$ cat config.mk
export PLATFORM = sky130hd
export DESIGN_NAME = swd_ctrl
export DESIGN_NICKNAME = d
export VERILOG_FILES = /design/src/swd_pkg.sv /design/src/swd_buf_if.sv /design/src/swd_skid_buf.sv /design/src/swd_ctrl.sv
export SDC_FILE = /design/constraint.sdc
export NUM_CORES = 1
export LEC_CHECK = 0
export BUFFER_PORTS_ARGS = -buffer_cell sky130_fd_sc_hd__buf_2
export CORE_ASPECT_RATIO = 1.2
export CORE_MARGIN = 4
export CORE_UTILIZATION = 45
export CTS_CLUSTER_DIAMETER = 50
export DETAILED_ROUTE_END_ITERATION = 10
export GPL_ROUTABILITY_DRIVEN = 0
export PLACE_DENSITY = 0.68
export SLEW_MARGIN = 20
export SYNTH_ARGS = -nofsm -noshare
export SYNTH_HDL_FRONTEND = slang
export SYNTH_SLANG_ARGS = --single-unit
$ cat constraint.sdc
create_clock -name i_mclk -period 2.6 [get_ports i_mclk]
set_input_delay 0.13 -clock i_mclk [delete_from_list [all_inputs] [get_ports i_mclk]]
set_output_delay 0.13 -clock i_mclk [all_outputs]
set_load 0.1 [all_outputs]
$ cat src/swd_pkg.sv
// Package for the single-wire debug port control block
package swd_pkg;
  // Register offsets
  localparam logic [3:0] SWD_OFS_REV = 4'h0;
  localparam logic [3:0] SWD_OFS_ERR = 4'h1;
  localparam logic [3:0] SWD_OFS_FRAME = 4'h2;
  localparam logic [3:0] SWD_OFS_DIS = 4'h3;
  localparam logic [3:0] SWD_OFS_KEY = 4'h7;
  localparam logic [3:0] SWD_OFS_RST = 4'h8;
  localparam logic [3:0] SWD_OFS_CLKSEL = 4'h9;
  localparam logic [3:0] SWD_OFS_SYSCTL = 4'ha;
  localparam logic [3:0] SWD_OFS_SYSSTAT = 4'hb;
  localparam logic [3:0] SWD_OFS_CRC = 4'hc;
  // Field positions
  localparam int SWD_BIT_GAP = 7;
  localparam int SWD_BIT_PAR = 5;
  localparam int SWD_BIT_TMO = 4;
  localparam int SWD_BIT_RSP = 3;
  localparam int SWD_BIT_NACK = 4;
  localparam int SWD_BIT_CC = 3;
  localparam int SWD_BIT_PDIS = 2;
  localparam int SWD_BIT_UROW = 5;
  localparam int SWD_BIT_NVMK = 4;
  localparam int SWD_BIT_ERASE = 3;
  localparam int SWD_BIT_SYSTEM_CLOCK_REQUEST = 0;
  localparam int SWD_BIT_UROWFIN = 1;
  localparam int SWD_BIT_RSTSYS = 5;
  localparam int SWD_BIT_ASLEEP = 4;
  // Reset values and codes
  localparam logic [3:0] SWD_REVISION = 4'h2; // Arbitrary revision value
  localparam logic [7:0] SWD_RST_SIG = 8'h59;
  localparam logic [7:0] SWD_RST_RUN = 8'h00;
  localparam logic [1:0] SWD_CLKSEL_RST = 2'h3;
  localparam logic [7:0] SWD_FRAME_MASK = 8'hbf;
  localparam logic [7:0] SWD_DIS_MASK = 8'h1c;
  // Error signatures
  typedef enum logic [2:0] {
    SWD_ERR_NONE = 3'b000,
    SWD_ERR_PARITY = 3'b001,
    SWD_ERR_FRAME = 3'b010,
    SWD_ERR_TIMEOUT = 3'b011,
    SWD_ERR_START = 3'b100,
    SWD_ERR_BUS = 3'b110,
    SWD_ERR_CONTEND = 3'b111
  } swd_err_e;
  // Timing
  localparam int SWD_TMO_CYCLES = 65536;
  localparam int SWD_GAP_BITS = 2;
  localparam logic [7:0] SWD_GUARD_MAX = 8'h80;
endpackage : swd_pkg

$ cat src/swd_buf_if.sv
// Interface carrying transmit bytes between the control block and its buffer
`timescale 1ns/1ps
interface swd_buf_if;
  logic valid;
  logic ready;
  logic [7:0] data;
  modport src (output valid, output data, input ready);
  modport dst (input valid, input data, output ready);
endinterface : swd_buf_if

$ cat src/swd_skid_buf.sv
// Two-entry buffer with valid and ready on both sides
`timescale 1ns/1ps
module swd_skid_buf (
  // Clock and reset
  input wire logic i_mclk,
  input wire logic i_reset,
  // Filling side
  swd_buf_if.dst in_side,
  // Draining side
  output logic o_valid,
  output logic [7:0] o_data,
  input wire logic i_ready
);
  logic [7:0] mem [0:1];
  logic wr_ptr;
  logic rd_ptr;
  logic [1:0] count;
  wire push = in_side.valid && in_side.ready;
  wire pop = o_valid && i_ready;
  // Handshakes from the fill count
  assign in_side.ready = (count != 2'd2);
  assign o_valid = (count != 2'd0);
  assign o_data = mem[rd_ptr];
  // Pointers and count
  always_ff @(posedge i_mclk or posedge i_reset) begin
    if (i_reset) begin
      wr_ptr <= 1'b0;
      rd_ptr <= 1'b0;
      count <= 2'd0;
    end else begin
      if (push) wr_ptr <= ~wr_ptr;
      if (pop) rd_ptr <= ~rd_ptr;
      count <= count + {1'b0, push} - {1'b0, pop};
    end
  end
  // Storage has no reset
  always_ff @(posedge i_mclk) begin
    if (push) mem[wr_ptr] <= in_side.data;
  end
endmodule : swd_skid_buf

$ cat src/swd_ctrl.sv
// Control and status registers of the single-wire debug port
`timescale 1ns/1ps
//
// Contract
// [RULE1] Link side keeps running in every sleep state.
// [RULE2] System bus accesses blocked while the system clock is stopped.
// [RULE3] System asleep flag readable in system state register.
// [RULE4] Clock request keeps system clock on through sleep, bus stays reachable.
// [RULE5] Clock request bit set to one whenever the port becomes enabled.
// [RULE6] These registers are reachable only through the debugger instructions.
// [RULE7] Upper nibble of revision register holds a fixed revision.
// [RULE8] Error signature loads on error, clears when the debugger reads it.
// [RULE9] Signature codes: parity 1, frame 2, timeout 3, start 4, bus 6, contention 7.
// [RULE10] Gap enable inserts two idle bits between transmitted load bytes.
// [RULE11] Parity disable ignores parity and never flags parity errors.
// [RULE12] Timeout flagged after 65536 cycles with no response unless disabled.
// [RULE13] Response signature disable suppresses all response signatures.
// [RULE14] Guard time 128 down to 2 cycles for codes 0..6, 7 reserved.
// [RULE15] Negative ack off suppresses NACK on system reset mid load/store.
// [RULE16] Contention detection runs while its disable bit is zero.
// [RULE17] Port disable turns off link, drops clock request, clears config and keys.
// [RULE18] Erase key flag set on decode, cleared by the erase reset request.
// [RULE19] 0x59 asserts system reset, 0x00 releases, port itself not reset.
// [RULE20] Clock request cleared whenever the port is disabled.
module swd_ctrl
  import swd_pkg::*;
(
  // Clock and reset
  input wire logic i_mclk,
  input wire logic i_reset,
  // Register access from the link instruction decoder
  input wire logic i_reg_wr,
  input wire logic i_reg_rd,
  input wire logic [3:0] i_reg_addr,
  input wire logic [7:0] i_reg_wdata,
  output logic [7:0] o_reg_rdata,
  // Events from the link layer
  input wire logic i_rx_parity_bad,
  input wire logic i_rx_stop_bad,
  input wire logic i_rx_start_bad,
  input wire logic i_bus_error,
  input wire logic i_contention,
  input wire logic i_acc_request,
  input wire logic i_acc_response,
  input wire logic i_turnaround,
  input wire logic i_multi_load,
  input wire logic i_ldst_active,
  // Key decoder
  input wire logic i_key_erase,
  input wire logic i_key_nvm,
  input wire logic i_key_urow,
  input wire logic i_nvm_session_start,
  // System side pins
  input wire logic i_sys_asleep_pin,
  input wire logic i_sys_clk_running_pin,
  input wire logic i_sys_in_reset_pin,
  input wire logic i_nvm_prog_pin,
  input wire logic i_urow_prog_pin,
  input wire logic i_locked_pin,
  input wire logic [2:0] i_crc_status_pin,
  input wire logic i_enable_pin,
  // Transmit byte stream
  input wire logic i_tx_valid,
  input wire logic [7:0] i_tx_data,
  output logic o_tx_ready,
  output logic o_tx_valid,
  output logic [7:0] o_tx_data,
  input wire logic i_tx_take,
  // Controls to link and system
  output logic o_link_enable,
  output logic o_sys_clock_request,
  output logic o_sys_bus_allowed,
  output logic o_sys_reset,
  output logic o_tx_hold,
  output logic o_parity_check_on,
  output logic o_contention_check_on,
  output logic o_rsp_sig_enable,
  output logic o_nack_send,
  output logic o_timeout,
  output logic [1:0] o_clock_select,
  output logic o_urow_final
);
  // Synchronisers for system pins
  logic [8:0] sync1;
  logic [8:0] sync2;
  logic [2:0] crc1;
  logic [2:0] crc2;
  // Registers
  logic [2:0] err_sig;
  logic [7:0] frame_ctl;
  logic [7:0] dis_ctl;
  logic key_erase_f;
  logic key_nvm_f;
  logic key_urow_f;
  logic [7:0] rst_req;
  logic [1:0] clk_sel;
  logic clk_req;
  logic urow_fin;
  logic rst_seen;
  logic enabled;
  logic en_pin_q;
  logic [16:0] tmo_cnt;
  logic [7:0] guard_cnt;
  logic [1:0] gap_cnt;
  logic [7:0] rdata;

  // Pin inputs pass two flip-flops
  always_ff @(posedge i_mclk or posedge i_reset) begin
    if (i_reset) begin
      sync1 <= 9'h000;
      sync2 <= 9'h000;
      crc1 <= 3'h0;
      crc2 <= 3'h0;
      en_pin_q <= 1'b0;
    end else begin
      sync1 <= {i_enable_pin, i_locked_pin, i_urow_prog_pin, i_nvm_prog_pin, i_sys_in_reset_pin,
                i_sys_clk_running_pin, i_sys_asleep_pin, 2'b00};
      sync2 <= sync1;
      crc1 <= i_crc_status_pin;
      crc2 <= crc1;
      en_pin_q <= sync2[8];
    end
  end
  wire sys_asleep = sync2[2];
  wire sys_clk_run = sync2[3];
  wire sys_in_rst = sync2[4];
  wire nvm_prog = sync2[5];
  wire urow_prog = sync2[6];
  wire locked = sync2[7];
  wire en_pin = sync2[8];

  // Register decode
  wire wr_err = i_reg_wr && (i_reg_addr == SWD_OFS_ERR);
  wire rd_err = i_reg_rd && (i_reg_addr == SWD_OFS_ERR);
  wire wr_frame = i_reg_wr && (i_reg_addr == SWD_OFS_FRAME);
  wire wr_dis = i_reg_wr && (i_reg_addr == SWD_OFS_DIS);
  wire wr_key = i_reg_wr && (i_reg_addr == SWD_OFS_KEY);
  wire wr_rst = i_reg_wr && (i_reg_addr == SWD_OFS_RST);
  wire wr_clksel = i_reg_wr && (i_reg_addr == SWD_OFS_CLKSEL);
  wire wr_sysctl = i_reg_wr && (i_reg_addr == SWD_OFS_SYSCTL);
  wire rd_sysstat = i_reg_rd && (i_reg_addr == SWD_OFS_SYSSTAT);
  wire disable_req = wr_dis && i_reg_wdata[SWD_BIT_PDIS];
  // Only a rising enable level enables, so a disable write is not undone at once
  wire enable_rise = en_pin && !en_pin_q;
  wire sig_reset = (rst_req == SWD_RST_SIG);

  // Control bits seen by the link
  wire gap_on = frame_ctl[SWD_BIT_GAP];
  wire par_off = frame_ctl[SWD_BIT_PAR];
  wire tmo_off = frame_ctl[SWD_BIT_TMO];
  wire rsp_off = frame_ctl[SWD_BIT_RSP];
  wire [2:0] guard_sel = frame_ctl[2:0];
  wire nack_off = dis_ctl[SWD_BIT_NACK];
  wire cc_off = dis_ctl[SWD_BIT_CC];

  // Error detection with priority toward the most severe code
  wire tmo_hit = !tmo_off && (tmo_cnt == 17'(SWD_TMO_CYCLES)); // [RULE12]
  wire par_hit = i_rx_parity_bad && !par_off; // [RULE11]
  wire cc_hit = i_contention && !cc_off; // [RULE16]
  swd_err_e next_err;
  assign next_err = cc_hit ? SWD_ERR_CONTEND : // [RULE9]
                    i_bus_error ? SWD_ERR_BUS :
                    i_rx_start_bad ? SWD_ERR_START :
                    tmo_hit ? SWD_ERR_TIMEOUT :
                    i_rx_stop_bad ? SWD_ERR_FRAME :
                    par_hit ? SWD_ERR_PARITY : SWD_ERR_NONE;

  // Guard length from the select code; code 7 falls back to the default
  wire [7:0] guard_len = (guard_sel == 3'h7) ? SWD_GUARD_MAX :
                         (SWD_GUARD_MAX >> guard_sel); // [RULE14]

  // Enable, reset request and clock request
  always_ff @(posedge i_mclk or posedge i_reset) begin
    if (i_reset) begin
      enabled <= 1'b0;
      rst_req <= 8'h00;
      clk_req <= 1'b0;
      clk_sel <= SWD_CLKSEL_RST;
      urow_fin <= 1'b0;
      rst_seen <= 1'b0;
    end else if (disable_req) begin
      enabled <= 1'b0; // [RULE17]
      rst_req <= 8'h00;
      clk_req <= 1'b0; // [RULE20]
      clk_sel <= SWD_CLKSEL_RST;
      urow_fin <= 1'b0;
      rst_seen <= 1'b0;
    end else begin
      if (enable_rise) enabled <= 1'b1;
      if (wr_rst) rst_req <= i_reg_wdata; // [RULE19]
      if (enable_rise) clk_req <= 1'b1; // [RULE5]
      else if (wr_sysctl) clk_req <= i_reg_wdata[SWD_BIT_SYSTEM_CLOCK_REQUEST];
      if (enable_rise) clk_sel <= SWD_CLKSEL_RST;
      else if (wr_clksel) clk_sel <= i_reg_wdata[1:0];
      urow_fin <= wr_sysctl && i_reg_wdata[SWD_BIT_UROWFIN] && key_urow_f;
      if (sys_in_rst || sig_reset) rst_seen <= 1'b1;
      else if (rd_sysstat) rst_seen <= 1'b0;
    end
  end

  // Configuration registers, error signature and key flags
  always_ff @(posedge i_mclk or posedge i_reset) begin
    if (i_reset) begin
      frame_ctl <= 8'h00;
      dis_ctl <= 8'h00;
      err_sig <= 3'h0;
      key_erase_f <= 1'b0;
      key_nvm_f <= 1'b0;
      key_urow_f <= 1'b0;
    end else if (disable_req) begin
      frame_ctl <= 8'h00; // [RULE17]
      dis_ctl <= 8'h00;
      err_sig <= 3'h0;
      key_erase_f <= 1'b0;
      key_nvm_f <= 1'b0;
      key_urow_f <= 1'b0;
    end else begin
      if (wr_frame) frame_ctl <= i_reg_wdata & SWD_FRAME_MASK;
      if (wr_dis) dis_ctl <= i_reg_wdata & SWD_DIS_MASK;
      // A new error wins over the clear on read
      if (next_err != SWD_ERR_NONE) err_sig <= next_err; // [RULE8]
      else if (rd_err) err_sig <= 3'h0;
      if (i_key_erase) key_erase_f <= 1'b1; // [RULE18]
      else if (sig_reset) key_erase_f <= 1'b0;
      if (i_key_nvm) key_nvm_f <= 1'b1;
      else if (i_nvm_session_start) key_nvm_f <= 1'b0;
      if (i_key_urow) key_urow_f <= 1'b1;
      else if (wr_key && i_reg_wdata[SWD_BIT_UROW]) key_urow_f <= 1'b0;
    end
  end

  // Access-layer response timeout counter, link clock keeps counting in sleep
  always_ff @(posedge i_mclk or posedge i_reset) begin
    if (i_reset) begin
      tmo_cnt <= 17'd0;
    end else if (i_acc_response || !enabled || tmo_hit) begin
      tmo_cnt <= 17'd0;
    end else if (i_acc_request || (tmo_cnt != 17'd0)) begin
      tmo_cnt <= tmo_cnt + 17'd1; // [RULE12]
    end
  end

  // Guard and inter-byte gap timers hold the transmitter
  always_ff @(posedge i_mclk or posedge i_reset) begin
    if (i_reset) begin
      guard_cnt <= 8'h00;
      gap_cnt <= 2'd0;
    end else begin
      if (i_turnaround) guard_cnt <= guard_len; // [RULE14]
      else if (guard_cnt != 8'h00) guard_cnt <= guard_cnt - 8'h01;
      if (o_tx_valid && i_tx_take && gap_on && i_multi_load) begin
        gap_cnt <= 2'(SWD_GAP_BITS); // [RULE10]
      end else if (gap_cnt != 2'd0) begin
        gap_cnt <= gap_cnt - 2'd1;
      end
    end
  end

  // Transmit path through the two-entry buffer
  swd_buf_if tx_bus ();
  assign tx_bus.valid = i_tx_valid && enabled;
  assign tx_bus.data = i_tx_data;
  assign o_tx_ready = tx_bus.ready && enabled;
  wire buf_valid;
  wire [7:0] buf_data;
  wire tx_stall = (guard_cnt != 8'h00) || (gap_cnt != 2'd0);
  swd_skid_buf u_txbuf (
    .i_mclk(i_mclk),
    .i_reset(i_reset),
    .in_side(tx_bus),
    .o_valid(buf_valid),
    .o_data(buf_data),
    .i_ready(i_tx_take && !tx_stall)
  );
  assign o_tx_valid = buf_valid && !tx_stall;
  assign o_tx_data = buf_data;
  assign o_tx_hold = tx_stall;

  // Outputs to link and system
  assign o_link_enable = enabled; // [RULE1]
  assign o_sys_clock_request = clk_req && enabled; // [RULE4]
  assign o_sys_bus_allowed = enabled && (sys_clk_run || clk_req); // [RULE2]
  assign o_sys_reset = sig_reset; // [RULE19]
  assign o_parity_check_on = !par_off;
  assign o_contention_check_on = !cc_off;
  assign o_rsp_sig_enable = !rsp_off; // [RULE13]
  assign o_nack_send = !nack_off && sig_reset && i_ldst_active; // [RULE15]
  assign o_timeout = tmo_hit;
  assign o_clock_select = clk_sel;
  assign o_urow_final = urow_fin;

  // Read data mux, only reached through the link instruction decoder
  always_comb begin
    rdata = 8'h00; // [RULE6]
    if (i_reg_addr == SWD_OFS_REV) begin
      rdata = {SWD_REVISION, 4'h0}; // [RULE7]
    end else if (i_reg_addr == SWD_OFS_ERR) begin
      rdata = {5'h00, err_sig};
    end else if (i_reg_addr == SWD_OFS_FRAME) begin
      rdata = frame_ctl;
    end else if (i_reg_addr == SWD_OFS_DIS) begin
      rdata = dis_ctl;
    end else if (i_reg_addr == SWD_OFS_KEY) begin
      rdata = {2'b00, key_urow_f, key_nvm_f, key_erase_f, 3'b000};
    end else if (i_reg_addr == SWD_OFS_RST) begin
      rdata = rst_req;
    end else if (i_reg_addr == SWD_OFS_CLKSEL) begin
      rdata = {6'h00, clk_sel};
    end else if (i_reg_addr == SWD_OFS_SYSCTL) begin
      rdata = {6'h00, urow_fin, clk_req};
    end else if (i_reg_addr == SWD_OFS_SYSSTAT) begin
      rdata = {2'b00, rst_seen, sys_asleep, nvm_prog, urow_prog, 1'b0, locked}; // [RULE3]
    end else if (i_reg_addr == SWD_OFS_CRC) begin
      rdata = {5'h00, crc2};
    end
  end

  // Registered read data
  always_ff @(posedge i_mclk or posedge i_reset) begin
    if (i_reset) o_reg_rdata <= 8'h00;
    else if (i_reg_rd) o_reg_rdata <= rdata;
  end
endmodule : swd_ctrl

## Yosys cells after proc, flatten, opt, wreduce, memory -nomap -nowiden

Memory sizes are Yosys's and may differ from the RTL's.
Cells that the tools add are included.

- Flip-flop bits (word level): 96
- Bits in latches: 0
- Memory bits (writable): 16
- Memory bits (read-only): 0
- Input bits: 50
- Output and inout bits: 31
- Memories kept: 1

Memories:

| name | depth | width | read ports | clocked after memory_dff | wr ports | RTL line | source |
|---|---|---|---|---|---|---|---|
| u_txbuf.mem | 2 | 8 | 1 | 0 | 1 | swd_skid_buf.sv:14 | `logic [7:0] mem [0:1];` |

- $add $sub $neg: 5
- Multipliers: 0
- Divide/modulo/power cells: 0
- Magnitude comparators: 0
- Equal/unequal tests: 13
- Shift operators: 1
- Mux-type cells: 55
- Bitwise gates (word level): 2
- Reduce and logical (&&, ||, !) cells: 63

Operators with widths:

| cell | count |
|---|---|
| 8-bit 2-to-1 mux | 15 |
| 17-bit 2-to-1 mux | 2 |
| 1-bit logical AND | 29 |
| 3-bit nonzero test | 8 |
| 1-bit 2-to-1 mux | 21 |
| 3-bit 2-to-1 mux | 7 |
| 4-bit == test, second input constant | 5 |
| 6-bit 2-to-1 mux | 3 |
| 2-bit nonzero test | 9 |
| 17-bit by 1-bit adder with 17-bit output, second input constant | 1 |
| 17-bit == test, second input constant | 1 |
| 17-bit nonzero test | 1 |
| 2-bit 2-to-1 mux | 7 |
| 4-bit by 2-bit == test with 1-bit output, second input constant | 2 |
| 8-bit by 7-bit == test with 1-bit output, second input constant | 1 |
| 1-bit logical NOT | 8 |
| 8-bit nonzero test | 1 |
| 8-bit by 3-bit >> shifter with 8-bit output, first input constant | 1 |
| 8-bit by 1-bit subtractor with 8-bit output, second input constant | 1 |
| 1-bit logical OR | 6 |
| 4-bit by 1-bit == test with 1-bit output, second input constant | 1 |
| 4-bit by 3-bit == test with 1-bit output, second input constant | 1 |
| 4-bit logical NOT | 1 |
| 3-bit == test, second input constant | 1 |
| other kinds (5) | 6 |

## Longest topological paths before layout

Gate-level depths: netlist of run 1.

- Depth in word-level cells: 11
- Mapped depth: 10
- Mapped depth without buffers: 10

## Modules after synthesis

From an unflattened synthesis of run 1, not the netlist that was laid out.

- Cell total of the unflattened synthesis: 451
- Area total of the unflattened synthesis: 4,847.1 µm²

By module, submodules not included:

| module | times used | cells an instance | area an instance (µm²) |
|---|---|---|---|
| swd_ctrl | 1 | 408 | 4,068.9 |
| swd_skid_buf | 1 | 43 | 778.2 |

## Least setup slack after synthesis of run 1

No wires, ideal clock.

- Path kind: reg2reg
- From: register enabled, in the netlist o_link_enable
- To: memory u_txbuf.mem[0][0], enable pin
- Library setup time: 0.371 ns
- Arrival time: 3.444 ns
- Setup slack: -1.215 ns
- Cell stages (with the launch flop): 5
- Buffers on the path: 0
- Period minus slack after synthesis: 3.815 ns
- Path through: dfrtp_1 inv_1 a21oi_1 nand2_1 nor2_1

- Word-level cells in the longest chain between the ends: 4

Ends and longest elaborated chain:

| element | RTL line | source |
|---|---|---|
| start: declaration | swd_ctrl.sv:100 | `logic enabled;` |
| start signal: assignment | swd_ctrl.sv:175 | `enabled <= 1'b0;` |
| start signal: assignment | swd_ctrl.sv:182 | `enabled <= 1'b0;` |
| start signal: assignment | swd_ctrl.sv:189 | `if (enable_rise) enabled <= 1'b1;` |
| 1-bit logical AND | swd_ctrl.sv:261 | `assign tx_bus.valid = i_tx_valid && enabled;` |
| 1-bit logical AND | swd_skid_buf.sv:18 | `wire push = in_side.valid && in_side.ready;` |
| 1-bit 2-to-1 mux | swd_skid_buf.sv:38 | `if (push) mem[wr_ptr] <= in_side.data;` |
| 1-bit 2-to-1 mux (implied by the code) | swd_skid_buf.sv:38 |  |
| end: declaration | swd_skid_buf.sv:14 |  |

No other way between the ends.

## Worst setup path after layout of run 1

- From: register guard_cnt[0]
- To: register u_txbuf.count[1]

- Word-level cells in the longest chain between the ends: 6

Ends and longest elaborated chain:

| element | RTL line | source |
|---|---|---|
| start: declaration | swd_ctrl.sv:103 | `logic [7:0] guard_cnt;` |
| start signal: assignment | swd_ctrl.sv:249 | `if (i_turnaround) guard_cnt <= guard_len;` |
| start signal: assignment | swd_ctrl.sv:250 | `else if (guard_cnt != 8'h00) guard_cnt <= guard_cnt - 8'h01;` |
| 8-bit nonzero test | swd_ctrl.sv:266 | `wire tx_stall = (guard_cnt != 8'h00) \|\| (gap_cnt != 2'd0);` |
| 1-bit logical OR | swd_ctrl.sv:266 |  |
| 1-bit logical NOT | swd_ctrl.sv:273 | `.i_ready(i_tx_take && !tx_stall)` |
| 1-bit logical AND | swd_ctrl.sv:273 |  |
| 1-bit logical AND | swd_skid_buf.sv:19 | `wire pop = o_valid && i_ready;` |
| via u_txbuf.pop | swd_skid_buf.sv:19 |  |
| 2-bit by 1-bit subtractor with 2-bit output | swd_skid_buf.sv:33 | `count <= count + {1'b0, push} - {1'b0, pop};` |
| end signal: assignment | swd_skid_buf.sv:33 |  |
| end: declaration | swd_skid_buf.sv:17 | `logic [1:0] count;` |

The timed path passes the listed nets, and every way through them passes these cells.
A chain may end at the register's enable or synchronous reset.

==> impl_results.md, run 1 <==
- WS Path Type: reg -> reg
- Dpl cells: 653
- CTS max path bufs: 2
- CTS tree: done
- Via Count: about 3800
- Grt total ovfl: 0
- Peak VDD IR: 0.469 mV
- Worst EP required: around 2900 ps
- Root Buffer: clkbuf_16
- Post-layout util: 0.556
- I/O Buffers: 80
- Worst hold margin: 13.4 ps
- First-pass GRT wire length: approximately 19 mm
- RSZ-0062 raised after global routing: false
- Num rows: 42
- WL final: ~11 mm
- Worst path max stage delay: between 400 and 500 ps
- Post-Syn Nets: 515
- Share of cells above drive strength 1: 0.242
- Final worst path period share: 0.909
- Clock Latency Late Sink: between 300 and 400 ps
- Fmax: around 420 MHz
- Nets: a little over 600
- Largest net degree at the start of global routing: 54
- Critical path's slowest cell: dfrtp_1
- Pwr Density: about 870 nW/um^2
- Power, Total: roughly 5.3 mW
- Syn. warnings: 0
- Critical path cell sequence: inv_1 > ha_1 > nor3b_2 > nand2_2 > nor3_4 > ha_1 > inv_1 > ha_1 > xnor2_1 > xnor2_1
- Initial antenna violation count: 0
- Reg clk slew, reported paths: ~70 ps
- Setup ws final: between 200 and 250 ps
- DRC errors left: 0
- Top_reg_cell synth: dfrtp_1
- Max-Cap Viols: 0
- Number of synthesized register bits: approximately 110
- Final setup fails: 0
- Hold Fails Final Rpt: 0
- Post-synth EDFFs: 16
- Gate Count Post-Synth: approximately 460
- Post-DP HPWL: between 8 and 9 mm
- Slew Limit Fails: 0
- Inserted Clock Buffers: 9
- Filler cells: roughly 960
- Hold crit path type: in -> reg
- P&R area growth vs syn: 21.2%
- ANT nets after route: 0
- Synthesized cell area: 5040 um^2
- Worst slew pin tran: ~690 ps
- Antenna Cells: 0
- Crit. End Element: flip-flop
- Setup skew after layout: 5.90 ps
- GRT Util Overall: 0.182
- Die Span X: between 100 and 150 um
- Most common cell after layout, fill and taps aside: dfrtp_1
- Die area: 13000 um^2
- Syn Area/Cell: roughly 11 um^2
- Number of DRC markers in iteration 0: roughly 220
- Status: finished clean
- TritonCTS Sinks: 106
- CTS hold repair buffers: 21
- Fin area: about 6000 um^2
- Post-CTS Setup Bufs: 0
- DP Area: approximately 5600 um^2
- Post-synthesis async set-or-reset flop share: 0.849
- Final TNS setup: 0 ps
- Sequential area share after synthesis: 0.543
- Starting Density: 0.459
- Final Critical Period: ~2400 ps
- Routed vias/inst: around 5.5
- Initial DRT Pass Iterations: 5
- Core area: around 11000 um^2
- Die Height: roughly 120 um
- Vias in the first global route: around 3700
- Most frequent CP cell: ha_1
- H-tree depth: 3
- Fin cells: 690
- Worst setup SP type: flip-flop
- Post-synthesis cell type count: 73
- Max_slew headroom: 0.540
- Top-Level Pins: between 80 and 90
- Post-CTS sizing: 0
- WP data arrival: around 2600 ps
- Leak: about 2.7 nW
- Peak fanout along the critical path: 6
- Pre-CTS setup slack: ~240 ps
- Most frequent cells in the layout: dfrtp_1 (87), buf_2 (80), nor2_1 (43), inv_1 (27)
- WL per Instance: approximately 16 um
[sequential cells by signal, summed over array words and instances, names as in the netlist, 2 cells and up]
signal / count
o_reg_rdata: 8
tmo_cnt: 17
crc1: 3
rst_req: 8
o_clock_select: 2
u_txbuf.count: 2
u_txbuf.mem: 16
sync2: 7
crc2: 3
guard_cnt: 8
frame_ctl: 7
dis_ctl: 3
gap_cnt: 2
err_sig: 3
sync1: 7
[synthesized netlist by cell type (10+ instances only)]
cell / number / area, um^2
mux2i_1: 19 / 190
nor2b_1: 10 / 62.6
nand3_1: 22 / 110
xor2_1: 13 / 114
and3_1: 10 / 62.6
edfxtp_1: 16 / 480
a21oi_1: 23 / 115
mux2_2: 11 / 124
inv_1: 28 / 105
dfrtp_1: 88 / 2200
clkbuf_1: 12 / 45.0
nor2_1: 44 / 165
nand2_1: 16 / 60.1
nand4_1: 11 / 68.8
o21ai_0: 16 / 80.1
[layout make-up]
| class | count | area (um^2) | area share |
|---|---|---|---|
| multi-input combinational | 304 | 2110 | 0.346 |
| clock inverter | 5 | 104 | 0.0170 |
| clock buffer | 11 | 233 | 0.0381 |
| sequential | 106 | 2740 | 0.448 |
| inverter | 28 | 106 | 0.0174 |
| tap | 132 | 165 | 0.0271 |
| timing repair buffer | 104 | 646 | 0.106 |
[worst max-delay path: cells and delay by family, from the launching register on]
kind | cells | cell delay (ps)
xor gates and xnor gates | 2 | 270
DFF | 1 | 430
adders and majority gates | 3 | 640
and+or+nand+nor | 3 | 810
buffers and inverters | 2 | 130
[cells by family after synthesis]
logic type               synth area share
flip-flops                          0.543
AO/OA/AOI/OAI                       0.108
multiplexers                       0.0623
XOR/XNOR                           0.0313
AND/OR/NAND/NOR                     0.200
buffers and inverters              0.0402
adder cells (fa/ha/maj)            0.0149
[metal layers]
layer  global-route usage  wire (um)  up-vias
met5                    0          0        -
met4               0.0533        138        0
met3               0.0399        588        9
met2                0.292       5420      101
met1                0.249       5220     1851
li1                     -          -     1834
[report_power, final]
| group | switching, mW | internal (mW) |
|---|---|---|
| combinational | 1.14 | 0.480 |
| clock | 0.577 | 0.942 |
| sequential | 0.228 | 1.94 |
[path summary, 6_finish.rpt]
kind | to | slack [ps] | cells after the start | from
max | u_txbuf.count[1] | 240 | 10 | guard_cnt[0]
min | key_nvm_f | 10 | 3 | i_key_nvm
max reg2reg | u_txbuf.count[1] | 240 | 10 | guard_cnt[0]
min reg2reg | crc2[0] | 350 | 0 | crc1[0]
max in group asynchronous | o_reg_rdata[3] | 1490 | 4 | i_reset
min in group asynchronous | sync2[3] | 400 | 3 | i_reset
Note: power is estimated with default switching activity, not from simulation.
==> run 2: changes to the inputs <==
--- a/config.mk
+++ b/config.mk
@@ -5,6 +5,7 @@
 export SDC_FILE = /design/constraint.sdc
 export NUM_CORES = 1
 export LEC_CHECK = 0
+export ABC_AREA = 1
 export BUFFER_PORTS_ARGS = -buffer_cell sky130_fd_sc_hd__buf_2
 export CORE_ASPECT_RATIO = 1.2
 export CORE_MARGIN = 4
@@ -12,7 +13,7 @@
 export CTS_CLUSTER_DIAMETER = 50
 export DETAILED_ROUTE_END_ITERATION = 10
 export GPL_ROUTABILITY_DRIVEN = 0
-export PLACE_DENSITY = 0.68
+export PLACE_DENSITY = 0.69
 export SLEW_MARGIN = 20
 export SYNTH_ARGS = -nofsm -noshare
 export SYNTH_HDL_FRONTEND = slang
==> run 2 against run 1 <==
Effect of this change:
- utilization up 0.82 points
- clock skew up 4.8 ps
- final area down 1.9%
- fmax up 3.1%
- non-clock buffer count unchanged
- sequential cell count unchanged
- final cell count up 14%
- combinational power up 5%
- die area down 2.3%
- synthesized area down 2.5%
==> impl_results.md, run 2 <==
- Status: finished clean (unchanged)
- Post-CTS Setup Bufs: 0 (unchanged)
- Synth area leader: dfrtp_1 (unchanged)
- GRT Util Overall: 0.189 (was 0.182)
- P_int: 3.09 mW (was 3.36 mW)
- Critical Path Stages: 10 (unchanged)
- Post-synth EDFFs: 16 (unchanged)
- Top cell type's share of synthesized area: 0.448 (was 0.437)
- Multi-input gate area: 1880 um^2 (was 2110 um^2)
- WL per Instance: 14.4 um (was 16.5 um)
- ANT nets after route: 0 (unchanged)
- Post-layout util: 0.564 (was 0.556)
- Die Span X: 103 um (was 105 um)
- WS Path Type: reg -> out (was reg -> reg)
- Critical path's slowest cell: dfrtp_1 (unchanged)
- Sequential area share after synthesis: 0.557 (was 0.543)
- Net Sw Power: 2.08 mW (was 1.94 mW)
- Share of cells above drive strength 1: 0.229 (was 0.242)
- Worst EP required: 2470 ps (was 2860 ps)
- Area share of fa/ha/maj cells after synthesis: 0.0153 (was 0.0149)
- Worst hold margin: 11.0 ps (was 13.4 ps)
- Pre-CTS setup slack: 502 ps (was 238 ps)
- Number of DRC markers in iteration 0: 241 (was 219)
- Worst setup SP type: flip-flop (unchanged)
- CP top delay family: simple AND/OR/NAND/NOR gates (unchanged)
- Top-Level Pins: 81 (unchanged)
- Via Count: 4033 (was 3795)
- TritonCTS Sinks: 106 (unchanged)
- Most frequent cells in the layout: nand2_1 (119), dfrtp_1 (87), buf_2 (79), inv_1 (65), nor2_1 (62) (was dfrtp_1 (87), buf_2 (80), nor2_1 (43), inv_1 (27))
- Peak VDD IR: 0.403 mV (was 0.469 mV)
- Hold Fails Final Rpt: 0 (unchanged)
- Top_reg_cell synth: dfrtp_1 (unchanged)
- Post-synthesis cell type count: 44 (was 73)
- Vias in the first global route: 3872 (was 3738)
- Initial antenna violation count: 0 (unchanged)
- I/O Buffers: 80 (unchanged)
- Reg clk slew, reported paths: 80 ps (was 70 ps)
- Num rows: 41 (was 42)
- Max_slew headroom: 0.552 (was 0.540)
- Reg power frac: 0.413 (was 0.408)
- Worst path bufs/invs: 3 (was 2)
- Slew Limit Fails: 0 (unchanged)
- Hold path cells: 2 (was 3)
- Worst slew pin tran: 670 ps (was 688 ps)
- Most common cell after layout, fill and taps aside: nand2_1 (was dfrtp_1)
- Setup ws final: 307 ps (was 236 ps)
- Simple-Gate Fraction of Synth Area: 0.229 (was 0.200)
- Max-Cap Viols: 0 (unchanged)
- WL final: 11.3 mm (was 11.4 mm)
- Core area: 10600 um^2 (was 11000 um^2)
- Largest net degree at the start of global routing: 39 (was 54)
- Power, Total: 5.17 mW (was 5.30 mW)
- Gate Count Post-Synth: 542 (was 459)
- Inserted Clock Buffers: 9 (unchanged)
- Critical path cell sequence: inv_1 > ha_1 > nand2_1 > nor2_1 > nand2_1 > nor3_1 > buf_4 > nand2_2 > nor2_4 > clkbuf_4 (was inv_1 > ha_1 > nor3b_2 > nand2_2 > nor3_4 > ha_1 > inv_1 > ha_1 > xnor2_1 > xnor2_1)
- Peak fanout along the critical path: 4 (was 6)
- Combinational Power Share: 0.329 (was 0.305)
- WP data arrival: 2160 ps (was 2630 ps)
- Synthesized cell area: 4910 um^2 (was 5040 um^2)
- XOR/XNOR Fraction of Synth Area: 0.0214 (was 0.0313)
- Starting Density: 0.462 (was 0.459)
- Biggest regs: tmo_cnt (17), u_txbuf.mem (16) (unchanged)
- CTS tree: done (unchanged)
- Syn. warnings: 0 (unchanged)
- Nets: 706 (was 609)
- Root Buffer: clkbuf_16 (unchanged)
- Clock share of power: 0.257 (was 0.287)
- Syn Area/Cell: 9.06 um^2 (was 11.0 um^2)
- Post-Syn Nets: 598 (was 515)
- RSZ-0062 raised after global routing: false (unchanged)
- Post-synthesis async set-or-reset flop share: 0.849 (unchanged)
- Largest family of logic cells by synthesized area: simple AND/OR/NAND/NOR gates (unchanged)
- P&R area growth vs syn: 21.9% (was 21.2%)
- Antenna Cells: 0 (unchanged)
- Synth area leaders: dfrtp_1 (45%), edfxtp_1 (9.8%), nand2_1 (9.2%) (was dfrtp_1 (44%), edfxtp_1 (9.5%), mux2i_1 (3.8%))
- H-tree depth: 3 (unchanged)
- Number of synthesized register bits: 106 (unchanged)
- Reg area: 2740 um^2 (unchanged)
- Leak: 2.91 nW (was 2.73 nW)
- Setup skew after layout: 10.7 ps (was 5.90 ps)
- Grt total ovfl: 0 (unchanged)
- Routed vias/inst: 5.14 (was 5.50)
- First-pass GRT wire length: 18.4 mm (was 18.7 mm)
- Synth Area in Compound Gates: 0.0920 (was 0.108)
- Largest Register: tmo_cnt (unchanged)
- Pwr Density: 863 nW/um^2 (was 869 nW/um^2)
- Fmax: 436 MHz (was 423 MHz)
- Most frequent cells after synthesis: nand2_1 (120), dfrtp_1 (88), inv_1 (66) (was dfrtp_1 (88), nor2_1 (44), inv_1 (28))
- Final Critical Period: 2290 ps (was 2360 ps)
- Final setup fails: 0 (unchanged)
- Die Height: 122 um (was 124 um)
- Initial DRT Pass Iterations: 5 (unchanged)
- Crit. End Element: output port (was flip-flop)
- Final worst path period share: 0.882 (was 0.909)
- Filler cells: 940 (was 961)
- Post-DP HPWL: 8.50 mm (was 8.12 mm)
- Mux contribution to synthesized area: 0.0204 (was 0.0623)
- Number of flip-flops in the largest register: 17 (unchanged)
- Clock Latency Late Sink: 350 ps (was 340 ps)
- Hold crit path type: in -> reg (unchanged)
- Cells on worst reg2reg path: 12 (was 10)
- CTS max path bufs: 2 (unchanged)
- Most frequent CP cell: nand2_1 (was ha_1)
- Sw Share: 0.402 (was 0.366)
- Die area: 12700 um^2 (was 13000 um^2)
- Count leader, synth: nand2_1 (was dfrtp_1)
- Worst path max stage delay: 370 ps (was 430 ps)
- DRC errors left: 0 (unchanged)
[run 2: cell types whose count changed after synthesis, sizes merged, moves of 11 or more]
cell   change
and3      -11
inv       +41
mux2i     -18
nand2    +109
nor2      +29
o21ai     +25
[run 2: repair_timing]
| action | in CTS | in global routing |
|---|---|---|
| hold buffers | 20 | 0 |
| resized for setup | 0 | 1 |
| endpoints found under the setup margin | 0 | 1 |
| endpoints found under the hold margin | 61 | 0 |
[run 2: power groups by stage]
stage | logic (mW) | clock network [mW] | registers [mW]
floorplan | 1.30 | 0 | 2.20
global placement | 1.64 | 0 | 2.16
detailed placement | 1.69 | 0 | 2.17
CTS | 1.72 | 1.36 | 2.14
global route | 1.85 | 1.43 | 2.17
finish | 1.70 | 1.33 | 2.14
[run 2: path summary, 6_finish.rpt]
path	startpoint	endpoint	slack, ps
worst max-delay path	guard_cnt[0]	o_tx_valid	310
worst min register to register	sync1[8]	sync2[8]	350
max in group asynchronous	i_reset	tmo_cnt[7]	1500
min in group asynchronous	i_reset	rst_req[6]	400
worst max register to register	guard_cnt[0]	u_txbuf.count[1]	500
worst min-delay path	i_reg_wdata[6]	rst_req[6]	10
[run 2: cells by family (layout without fill, tap and decap cells)]
| family | Yosys count | count (layout) |
|---|---|---|
| mux | 9 | 9 |
| simple gates | 255 | 255 |
| buf+inv | 76 | 189 |
| fa+ha+maj | 6 | 6 |
| flops | 106 | 106 |
| xor+xnor | 12 | 12 |
| compound gates | 78 | 78 |
[run 2: routing by layer]
| metal | track usage | up-vias | wire, um | part of all wire |
|---|---|---|---|---|
| met3 | 0.0279 | 26 | 495 | 0.044 |
| li1 | - | 1961 | - | - |
| met4 | 0.0915 | 0 | 336 | 0.030 |
| met1 | 0.247 | 1934 | 4890 | 0.43 |
| met2 | 0.305 | 112 | 5560 | 0.49 |
| met5 | 0 | - | 0 | 0 |
[run 2: area by class of cell]
type                            instances  area share
Clock inverter                          7      0.0117
Timing Repair Buffer                  104       0.108
Inverter                               69      0.0443
Clock buffer                            9      0.0376
Multi-Input combinational cell        360       0.315
Sequential cell                       106       0.457
Tap cell                              129      0.0270
[run 2: worst reg2reg max path, cell delays in order (launching register included)]
cell and delay, ps:
dfrtp_1 370, inv_1 110, ha_1 210, nand2_1 80, nor2_1 130, nand2_1 90
nor3_1 200, nand4_1 220, inv_1 100, ha_1 230, inv_1 60, ha_1 150
xnor2_1 110
[run 2: metrics by stage]
| step | instances | setup TNS, ps | area (um^2) |
|---|---|---|---|
| detailed placement | 748 | 0 | 5490 |
| global placement | 748 | 0 | 5490 |
| global route | 784 | 0 | 5990 |
| finish | 784 | 0 | 5990 |
| floorplan | 542 | -65.5 | 4940 |
| CTS | 784 | 0 | 5990 |
